$ cat config.mk
export PLATFORM = sky130hd
export DESIGN_NAME = apo_port
export DESIGN_NICKNAME = d
export VERILOG_FILES = /design/src/logic/apo_pkg.sv /design/src/logic/apo_fifo.sv /design/src/logic/apo_port.sv
export SDC_FILE = /design/constraint.sdc
export NUM_CORES = 1
export LEC_CHECK = 0
export BUFFER_PORTS_ARGS = -buffer_cell sky130_fd_sc_hd__buf_4
export CAP_MARGIN = 25
export CORE_MARGIN = 3
export CORE_UTILIZATION = 40
export DETAILED_ROUTE_END_ITERATION = 6
export PLACE_DENSITY = 0.59
export SETUP_SLACK_MARGIN = 0.2
export SYNTH_ARGS = -nofsm -noshare
export SYNTH_HDL_FRONTEND = slang
export SYNTH_HIERARCHICAL = 1
export SYNTH_SLANG_ARGS = --single-unit
$ cat constraint.sdc
create_clock -name clk -period 3.36 [get_ports clk]
set_input_delay 0.336 -clock clk [delete_from_list [all_inputs] [get_ports clk]]
set_output_delay 0.336 -clock clk [all_outputs]
set_load 0.05 [all_outputs]
$ cat src/logic/apo_pkg.sv
// Constants shared by the converter output port and its sample FIFO
package apo_pkg;
  // Result word width
  localparam int unsigned CODE_W      = 8;
  // Width of the digitised input level and of the two reference levels
  localparam int unsigned LEVEL_W     = 10;
  // Depth of the sample FIFO
  localparam int unsigned FIFO_DEPTH  = 16;
  // Width of the FIFO fill count
  localparam int unsigned COUNT_W     = $clog2(FIFO_DEPTH) + 1;
  // Clamp codes
  localparam logic [CODE_W-1:0] CODE_ZERO = 8'h00;
  localparam logic [CODE_W-1:0] CODE_FULL = 8'hff;
  // Reset value of the output word
  localparam logic [CODE_W-1:0] DATA_RST  = 8'h00;
  // Pipeline delay in half sample-clock cycles (2.5 cycles)
  localparam int unsigned PIPE_HALF_CYCLES = 5;
  // Words held while a result waits for its rising edge: captures on the
  // falling edges, release on the rising edge 2.5 cycles later
  localparam logic [COUNT_W-1:0] PIPE_WORDS =
    COUNT_W'((PIPE_HALF_CYCLES + 1) / 2);
  // System clock period and the output delay behind a pipeline release
  localparam int unsigned CLK_PERIOD_NS  = 100;
  localparam int unsigned OUT_DELAY_NS   = 100;
  // Longest delay, rounded down, never below one cycle
  localparam int unsigned OUT_DELAY_CYC  =
    (OUT_DELAY_NS / CLK_PERIOD_NS) < 1 ? 1 : (OUT_DELAY_NS / CLK_PERIOD_NS);
endpackage

$ cat src/logic/apo_fifo.sv
// Sample FIFO with registered read data, parameterised in width and depth
`timescale 1ns/100ps
module apo_fifo #(
  parameter int unsigned WIDTH = 8,
  parameter int unsigned DEPTH = 16
) (
  input  wire logic                       clk,
  input  wire logic                       rst_n,
  input  wire logic                       in_valid,
  output logic                            in_ready,
  input  wire logic [WIDTH-1:0]           in_data,
  output logic                            out_valid,
  input  wire logic                       out_ready,
  output logic [WIDTH-1:0]                out_data,
  output logic [$clog2(DEPTH):0]          count
);
  localparam int unsigned PW = $clog2(DEPTH);

  logic [WIDTH-1:0] mem [DEPTH];          // Storage array
  logic [PW-1:0]    wr_ptr_r;             // Write pointer
  logic [PW-1:0]    rd_ptr_r;             // Read pointer
  logic [PW:0]      count_r;              // Fill level
  logic             push;                 // Accepted write
  logic             pop;                  // Accepted read

  // Handshake terms; full and empty come straight from the fill level
  assign in_ready  = (count_r != (PW+1)'(DEPTH));
  assign out_valid = (count_r != '0);
  assign push      = in_valid && in_ready;
  assign pop       = out_valid && out_ready;
  assign count     = count_r;

  // Write port
  always_ff @(posedge clk) begin
    if (push) begin
      mem[wr_ptr_r] <= in_data;
    end
  end

  // Read data register, follows the head slot one cycle late
  always_ff @(posedge clk or negedge rst_n) begin
    if (!rst_n) begin
      out_data <= '0;
    end else begin
      out_data <= mem[rd_ptr_r];
    end
  end

  // Pointers and fill level
  always_ff @(posedge clk or negedge rst_n) begin
    if (!rst_n) begin
      wr_ptr_r <= '0;
      rd_ptr_r <= '0;
      count_r  <= '0;
    end else begin
      if (push) begin
        wr_ptr_r <= PW'(wr_ptr_r + 1'b1);
      end
      if (pop) begin
        rd_ptr_r <= PW'(rd_ptr_r + 1'b1);
      end
      if (push && !pop) begin
        count_r <= (PW+1)'(count_r + 1'b1);
      end else if (pop && !push) begin
        count_r <= (PW+1)'(count_r - 1'b1);
      end
    end
  end
endmodule

$ cat src/logic/apo_port.sv
// Converter output port: sampling, code clamping, fixed latency, output drive
`timescale 1ns/100ps

module apo_port (
  input  wire logic                          clk,
  input  wire logic                          rst_n,
  input  wire logic                          sample_clk,
  input  wire logic [apo_pkg::LEVEL_W-1:0]   sample_level,
  input  wire logic [apo_pkg::LEVEL_W-1:0]   reference_top_level,
  input  wire logic [apo_pkg::LEVEL_W-1:0]   reference_bottom_level,
  input  wire logic                          output_enable_n,
  output logic [apo_pkg::CODE_W-1:0]         data_out,
  output logic [apo_pkg::CODE_W-1:0]         data_oe,
  output logic                               data_update,
  output logic                               capture_lost
);
  import apo_pkg::*;

  // Sample clock history for edge detection
  logic                 sample_clk_r;
  // Edge strobes of the sample clock
  logic                 fall_edge;
  logic                 rise_edge;
  // Converted code of the present input level
  logic [CODE_W-1:0]    conv_code;
  // Scaled in-range code, wide enough for the product
  logic [LEVEL_W+CODE_W-1:0] scaled;
  // Offset above the bottom level and span of the ladder
  logic [LEVEL_W-1:0]   offset_lvl;
  logic [LEVEL_W-1:0]   span_lvl;
  // FIFO handshake
  logic                 fifo_in_ready;
  logic                 fifo_out_valid;
  logic                 fifo_pop;
  logic [CODE_W-1:0]    fifo_rd_data;
  logic [COUNT_W-1:0]   fifo_count;
  logic                 push;

  // Remember the last sample clock level
  always_ff @(posedge clk or negedge rst_n) begin
    if (!rst_n) begin
      sample_clk_r <= 1'b0;
    end else begin
      sample_clk_r <= sample_clk;
    end
  end

  // A falling edge starts a conversion; a rising edge releases a result
  assign fall_edge = sample_clk_r && !sample_clk;
  assign rise_edge = !sample_clk_r && sample_clk;

  // Ladder geometry
  assign offset_lvl = LEVEL_W'(sample_level - reference_bottom_level);
  assign span_lvl   = LEVEL_W'(reference_top_level - reference_bottom_level);

  // Quantiser: clamps first, then straight binary scaling
  always_comb begin
    scaled    = '0;
    conv_code = CODE_ZERO;
    if (sample_level < reference_bottom_level) begin
      // Below the ladder
      conv_code = CODE_ZERO;
    end else if (sample_level >= reference_top_level) begin
      // At or above the top saturates
      conv_code = CODE_FULL;
    end else begin
      // Span is nonzero here since bottom <= level < top
      // Operands widened first so the product keeps all its bits
      scaled    = ((LEVEL_W+CODE_W)'(offset_lvl) * (LEVEL_W+CODE_W)'(CODE_FULL))
                  / (LEVEL_W+CODE_W)'(span_lvl);
      conv_code = CODE_W'(scaled);
    end
  end

  // A falling edge pushes its code while the FIFO has room, whatever the output enable says
  assign push = fall_edge && fifo_in_ready;

  // Pop on a rising edge once the pipeline is primed, fixing the latency
  assign fifo_pop = rise_edge && fifo_out_valid && (fifo_count >= PIPE_WORDS);

  // Pipeline storage between capture and output
  apo_fifo #(
    .WIDTH (CODE_W),
    .DEPTH (FIFO_DEPTH)
  ) u_fifo (
    .clk       (clk),
    .rst_n     (rst_n),
    .in_valid  (fall_edge),
    .in_ready  (fifo_in_ready),
    .in_data   (conv_code),
    .out_valid (fifo_out_valid),
    .out_ready (fifo_pop),
    .out_data  (fifo_rd_data),
    .count     (fifo_count)
  );

  // Output word register, updated once per released result
  always_ff @(posedge clk or negedge rst_n) begin
    if (!rst_n) begin
      data_out <= DATA_RST;
    end else if (fifo_pop) begin
      // Head word, registered one output delay behind the release
      data_out <= fifo_rd_data;
    end
  end

  // One-cycle strobe marking a new word on the bus
  always_ff @(posedge clk or negedge rst_n) begin
    if (!rst_n) begin
      data_update <= 1'b0;
    end else begin
      data_update <= fifo_pop;
    end
  end

  // Per-pin drive enables follow the active-low output enable
  always_ff @(posedge clk or negedge rst_n) begin
    if (!rst_n) begin
      data_oe <= '0;
    end else if (!output_enable_n) begin
      // Drive every data line
      data_oe <= '1;
    end else begin
      // Release every data line
      data_oe <= '0;
    end
  end

  // Sticky flag: a capture found the FIFO full and was dropped
  always_ff @(posedge clk or negedge rst_n) begin
    if (!rst_n) begin
      capture_lost <= 1'b0;
    end else if (fall_edge && !fifo_in_ready) begin
      capture_lost <= 1'b1;
    end
  end

  // Helper: codes of the last three captures, newest first
  logic [CODE_W-1:0] code_h0_r;  // Newest capture
  logic [CODE_W-1:0] code_h1_r;  // One capture older
  logic [CODE_W-1:0] code_h2_r;  // Two captures older, head when three held
  always_ff @(posedge clk or negedge rst_n) begin
    if (!rst_n) begin
      code_h0_r <= '0;
      code_h1_r <= '0;
      code_h2_r <= '0;
    end else if (push) begin
      // Shift on every accepted capture
      code_h0_r <= conv_code;
      code_h1_r <= code_h0_r;
      code_h2_r <= code_h1_r;
    end
  end

  // Falling edge is taken into the FIFO on the same clock
  a_capture_edge: assert property (@(posedge clk) disable iff (!rst_n)
    (fall_edge && fifo_in_ready) |=> (fifo_count == $past(fifo_count) + 1'b1 - $past(fifo_pop)))
    else $error("falling edge not captured");

  // Below bottom reference converts to zero
  a_clamp_low: assert property (@(posedge clk) disable iff (!rst_n)
    (sample_level < reference_bottom_level) |-> (conv_code == 8'h00))
    else $error("low clamp code wrong");

  // Above top reference converts to all ones
  a_clamp_high: assert property (@(posedge clk) disable iff (!rst_n)
    (sample_level > reference_top_level) |-> (conv_code == 8'hff))
    else $error("high clamp code wrong");

  // Bottom level itself gives zero whenever the top lies above it
  a_code_bottom: assert property (@(posedge clk) disable iff (!rst_n)
    (sample_level == reference_bottom_level && span_lvl != '0) |-> (conv_code == 8'h00))
    else $error("bottom code not zero");

  // Enable low drives all lines on the next edge
  a_oe_drive: assert property (@(posedge clk) disable iff (!rst_n)
    !output_enable_n |=> (data_oe == 8'hff))
    else $error("outputs not driven");

  // Enable high floats the lines but captures keep going
  a_oe_float: assert property (@(posedge clk) disable iff (!rst_n)
    (output_enable_n && fall_edge && fifo_in_ready) |=> (data_oe == 8'h00) && !capture_lost)
    else $error("float or capture wrong");

  // Primed pipeline releases on the rising edge and shows it next cycle
  a_latency_pop: assert property (@(posedge clk) disable iff (!rst_n)
    (rise_edge && fifo_count == 3) |=> data_update && (data_out == $past(fifo_rd_data)))
    else $error("result not released at latency");

  // Steady stream: a result is never released before three are held
  a_pipe_depth: assert property (@(posedge clk) disable iff (!rst_n)
    (rise_edge && fifo_count < 3) |=> !data_update)
    else $error("released too early");

  // Released word is the capture three back, all eight bits intact
  a_code_width: assert property (@(posedge clk) disable iff (!rst_n)
    (fifo_pop && fifo_count == 3) |=> (data_out == $past(code_h2_r)))
    else $error("released word differs from capture");

  // A new word is flagged for one cycle only
  a_update_pulse: assert property (@(posedge clk) disable iff (!rst_n)
    data_update |=> !data_update)
    else $error("update strobe longer than one cycle");

  // No rising sample edge, no new word
  a_halt_quiet: assert property (@(posedge clk) disable iff (!rst_n)
    !rise_edge |=> !data_update)
    else $error("word released without sample edge");

  // Output word holds between releases
  a_word_hold: assert property (@(posedge clk) disable iff (!rst_n)
    !fifo_pop |=> $stable(data_out))
    else $error("output word changed without release");

  c_release:    cover property (@(posedge clk) disable iff (!rst_n) data_update);
  c_clamp_full: cover property (@(posedge clk) disable iff (!rst_n)
    push && conv_code == 8'hff);
  c_clamp_zero: cover property (@(posedge clk) disable iff (!rst_n)
    push && conv_code == 8'h00);
  c_float_cap:  cover property (@(posedge clk) disable iff (!rst_n)
    (output_enable_n && push) ##[1:16] data_update);
endmodule

# Word-level counts from Yosys, hierarchy flattened
# Memories as Yosys holds them, arrays and structs flattened. A register that Yosys moved wholly into a read port is not among the register bits.
# Cells that the tools add are included.
# word_totals
regBits	32
memories	1
in_bits	34
word_cells	45
ram_bits	128
out_inout_bits	18
# memory_table
name	depth	word_bits	rd	rd_ports_with_merged_regs	wr	line_no	text
u_fifo.mem	16	8	1	1	1	apo_fifo.sv:19	logic [WIDTH-1:0] mem [DEPTH];
# op_classes
mux	7
multipliers	1
n_reduce_logical	17
add_sub_neg	6
div	1
eq_ne	1
n_lt_le_gt_ge	3
# ops
operator	count
two-way mux 8 bit	3
subtractor 10 bit	2
divider 18 x 10 -> 18 bit	1
multiplier 10 x 8 -> 18 bit, second input constant	1
>= comparator 10 bit	1
less-than comparator 10 bit	1
two-way mux 5 bit	2
logical AND 1 bit	9
adder 4 x 1 -> 4 bit, second input constant	2
logical NOT 1 bit	6
adder 5 x 1 -> 5 bit, second input constant	1
>= comparator 5 x 2 -> 1 bit, second input constant	1
!= test 5 bit, second input constant	1
nonzero test 5 bit	1
subtractor 5 x 1 -> 5 bit, second input constant	1
two-way mux 1 bit	2
nonzero test 2 bit	1

# Longest topological paths before layout
# logic_depth
word_depth	8
ltp_mapped	226
depth_no_buf	213

# Hierarchy
# Netlist, hierarchy kept.
# by_module_without_submodules
mod	seq_area_each_um2	area_per_inst_um2	cells_per_inst	instances
apo_port	300.3	11115.7	1465	1
apo_fifo	4369.2	5970.7	326	1

# Worst setup path before layout
# OpenSTA, ideal clock, no wires.
# synth_timing
kind	input-to-reg
startpoint	in reference_bottom_level[4] in the netlist's numbering
endpoint	mem u_fifo.mem[0][0] (data pin)
required_ns	2.974
setup_slack_ns	-38.158
arrival_ns	41.132
path_stages	208
setup_time_ns	0.386
n_path_buf	16
path_cell_list	inv_1 ha_1 nand2_1 a211oi_1 nor2b_1 xnor2_1 xor2_1 xnor2_1 fa_1 inv_1 fa_1 inv_1 fa_1 inv_1 ha_1 a21o_1 a221oi_1 o211ai_1 (+172 left out) buf_6 mux2i_1 ha_1 a21oi_1 a21boi_0 o21ai_0 nand2b_1 a21oi_1 nor2b_1 o21ai_0 nand2b_1 a21oi_1 nor2b_1 o21ai_0 nand3b_1 nor4_1 o211a_1 a41oi_1
# synth_via
elab_chain_len	5
elab_cells_between_ends	7
cone_classes	add/sub: 2; mul: 1; div: 1; order compare: 1; mux: 2
# synth_lines
item	line_no	text
from (decl)	apo_port.sv:10	input wire logic [apo_pkg::LEVEL_W-1:0] reference_bottom_level,
subtractor 10 bit	apo_port.sv:53	assign offset_lvl = LEVEL_W'(sample_level - reference_bottom_level);
multiplier 10 x 8 -> 18 bit	apo_port.sv:69	scaled = ((LEVEL_W+CODE_W)'(offset_lvl) * (LEVEL_W+CODE_W)'(CODE_FULL))
divider 18 x 10 -> 18 bit	apo_port.sv:70	/ (LEVEL_W+CODE_W)'(span_lvl);
two-way mux 8 bit	apo_port.sv:63	end else if (sample_level >= reference_top_level) begin
two-way mux 8 bit *	apo_port.sv:60	if (sample_level < reference_bottom_level) begin
named net conv_code[0]	apo_port.sv:25	logic [CODE_W-1:0] conv_code;
to (decl)	apo_fifo.sv:19	
# Mark *: on every way through the listed nets, which the timed path passes. The rest lies on a longest branch.

# Final worst setup path
# layout_timing
startpoint	in sample_level[0] in the netlist's numbering
endpoint	mem u_fifo.mem[5][0] (data pin)
# layout_via
elab_chain_len	5
elab_cells_between_ends	7
cone_classes	add/sub: 1; mul: 1; div: 1; order compare: 2; mux: 2
# layout_lines
item	line_no	text
from (decl)	apo_port.sv:8	input wire logic [apo_pkg::LEVEL_W-1:0] sample_level,
subtractor 10 bit	apo_port.sv:53	
multiplier 10 x 8 -> 18 bit	apo_port.sv:69	
divider 18 x 10 -> 18 bit	apo_port.sv:70	
two-way mux 8 bit	apo_port.sv:63	
two-way mux 8 bit *	apo_port.sv:60	
named net conv_code[0]	apo_port.sv:25	
# Marked as above.

==> reports/results.ini <==
[die]
fp.coreArea_um2=42000
die_w_um=213
dieArea_um2=45200
rows=75
die_y_um=213
pin_count=52
start_util=0.406

[sta]
rsz0062_at_grt=yes
post-route-period-util=11.2
clock.fmax_mhz=26.7
report.final.slew_viol_count=0
tns_ps=-3265360
setup_viol=128
hold_viol=0
skew_ps=11.6
slew_headroom=0.426
worst_pin_slew_ps=858
setup_ws_ps=-34150
min_period_ps=37510

[final_layout]
final_area_um2=27100
drive_gt1_frac=0.485
layout.nets=2980
n_antenna_cell=0
syn_to_final_growth_pct=58.6
post-route-util=0.645

[logic_synthesis]
syn_area_per_cell_um2=9.54
synth.distinct_cells=113
syn-num-nets=2069
synth_common_cells=ha_1 (220), edfxtp_1 (128), inv_1 (118), nor2_1 (118), nand2_1 (104)
synthArstFlopShare=0.205
ys_seq_area_frac=0.273
synth-edff-count=128
yosysTopAreaCellShare=0.225
synth_largest_area_cell=edfxtp_1
syn_inst=1791
syn-cell-area_um2=17100
yosys_warnings=6
synth.most_common_cell=ha_1
yosys-top-cells-area=edfxtp_1 (22%), ha_1 (16%), dfrtp_1 (4.8%)
synth-seq-cells=161
ys.flop_type=edfxtp_1

[cts]
tritoncts=built
cts_buffers=17
path_clk_slew_ps=60
ctsHtreeMaxLevel=4
clkLatencyLatePin_ps=430
cts.sinks=161
root_buffer=clkbuf_16
cts_max_path_buffers=2

[outcome]
status=finished, violations left
violations=setup timing

[job]
maxCapViolations=0

[hold_path]
hold_path.class=in -> reg

[setup_path]
crit_family=compound AO/OA/AOI/OAI gates
slowest_stage=fa_1
cpPeakStageDelay_ps=530
endpoint_kind=register
critical_path_required_ps=3450
start_kind=input pin
crit_arrival_ps=37600
crit_buf_inv=58
crit_type=in -> reg
cp_max_fo=8
critical_path.most_common_cell=buf_4

[global_route]
grt_pass1_wl_um=91700
grt_max_degree=34
grt_usage=0.252
antenna_found_initial=0
grt_pass1_vias=17900
grt_overflow=0

[route]
first_pass_iters=5
drt_iter0_drc=1190
drc_errors=0
via_per_inst=5.48
ant_nets=0
wl_per_cell_um=18.3
wirelength_um=59400
num_vias=17800

[place]
place_area_um2=22800
dpl.hpwl_um=40900
port_buffers=51
gp_congestion=0.889
pre_cts_slack_ps=-35140

[stage by stage]
| stage | std cells | hold WS (ps) |
|---|---|---|
| 6_report | 3254 | 35.3 |
| 5_1_grt | 3254 | 20.1 |
| 4_1_cts | 3193 | 25.3 |
| 3_5_place_dp | 2906 | 299 |
| 3_3_place_gp | 2906 | 294 |
| 2_1_floorplan | 1791 | 40.4 |
[state kept, by name, indices dropped and copies added (netlist names)]
name             cells
data_update          1
u_fifo/count         5
data_out             8
data_oe              1
u_fifo/wr_ptr_r      4
sample_clk_r         1
u_fifo/rd_ptr_r      4
u_fifo/mem         128
u_fifo/out_data      8
capture_lost         1
[logic make-up after synthesis]
kind of cell    count (synthesis)  share of synthesized area
mux                           100                     0.0739
simple gates                  496                      0.148
xor+xnor                      119                     0.0610
buf+inv                       179                     0.0482
compound gates                491                      0.206
fa+ha+maj                     245                      0.190
flops                         161                      0.273
[area by class of cell]
class | instances | area [µm²]
clock buffers | 17 | 425
clock inverters | 15 | 188
inverters | 121 | 460
fillers | 3209 | 14900
multi-input cells | 1452 | 13300
well taps | 539 | 674
flip-flops and latches | 161 | 4670
repair buffers | 949 | 7340
[repair_timing]
item                       in CTS  in global routing
setup endpoints to repair     128                129
pin swaps                     156                162
hold buffers                    1                  0
cloned                          2                  2
setup buffers                 252                 59
hold endpoints to repair       33                  0
resized for setup             122                119
[placed cells by master, fill, tap and decap left out, types with 14 or more instances in the layout]
| cell | instances |
|---|---|
| buf_4 | 912 |
| ha_1 | 178 |
| edfxtp_1 | 128 |
| nor2_1 | 110 |
| inv_1 | 107 |
| nand2_1 | 90 |
| nor3_1 | 80 |
| o21a_1 | 73 |
| xnor2_1 | 69 |
| a21oi_1 | 58 |
| o21ai_0 | 52 |
| a21o_1 | 44 |
| mux2i_1 | 42 |
| ha_4 | 39 |
| xor2_1 | 32 |
| a21oi_2 | 32 |
| dfrtp_1 | 32 |
| mux2_2 | 27 |
| nand2b_1 | 24 |
| o31ai_1 | 22 |
| fa_1 | 22 |
| buf_6 | 22 |
| nor2b_1 | 20 |
| o21ai_2 | 19 |
| clkbuf_16 | 18 |
| nand2_2 | 17 |
| nand3_1 | 16 |
| mux4_2 | 16 |
| nand4_1 | 15 |
| and3_1 | 14 |
| o211ai_1 | 14 |
| o21ai_1 | 14 |
| a221oi_1 | 14 |
[metal layers]
layer  vias to the layer above  GRT usage  share of wire
met1                      8624      0.333           0.44
met2                       531      0.431           0.48
li1                       8534          -              -
met3                       131     0.0297          0.053
met4                         0     0.0833          0.035
met5                         -          0              0
[final timing paths]
path | depth (start not counted) | slack, ps | endpoint | from
max reg2reg | 10 | 430 | u_fifo/count[4]$_DFFE_PN0P_ | u_fifo/count[1]$_DFFE_PN0P_
min in group asynchronous | 2 | 380 | u_fifo/count[0]$_DFFE_PN0P_ | rst_n
max in group asynchronous | 2 | 2660 | u_fifo/rd_ptr_r[0]$_DFFE_PN0P_ | rst_n
max | 215 | -34150 | u_fifo/mem[5][0]$_DFFE_PP_ | sample_level[0]
min | 1 | 40 | sample_clk_r$_DFF_PN0_ | sample_clk
min reg2reg | 1 | 470 | capture_lost$_DFFE_PN0P_ | capture_lost$_DFFE_PN0P_
Power is left out: the tool's default activity adds up to more than one toggle a clock period on the data nets, which glitch-free logic cannot reach.
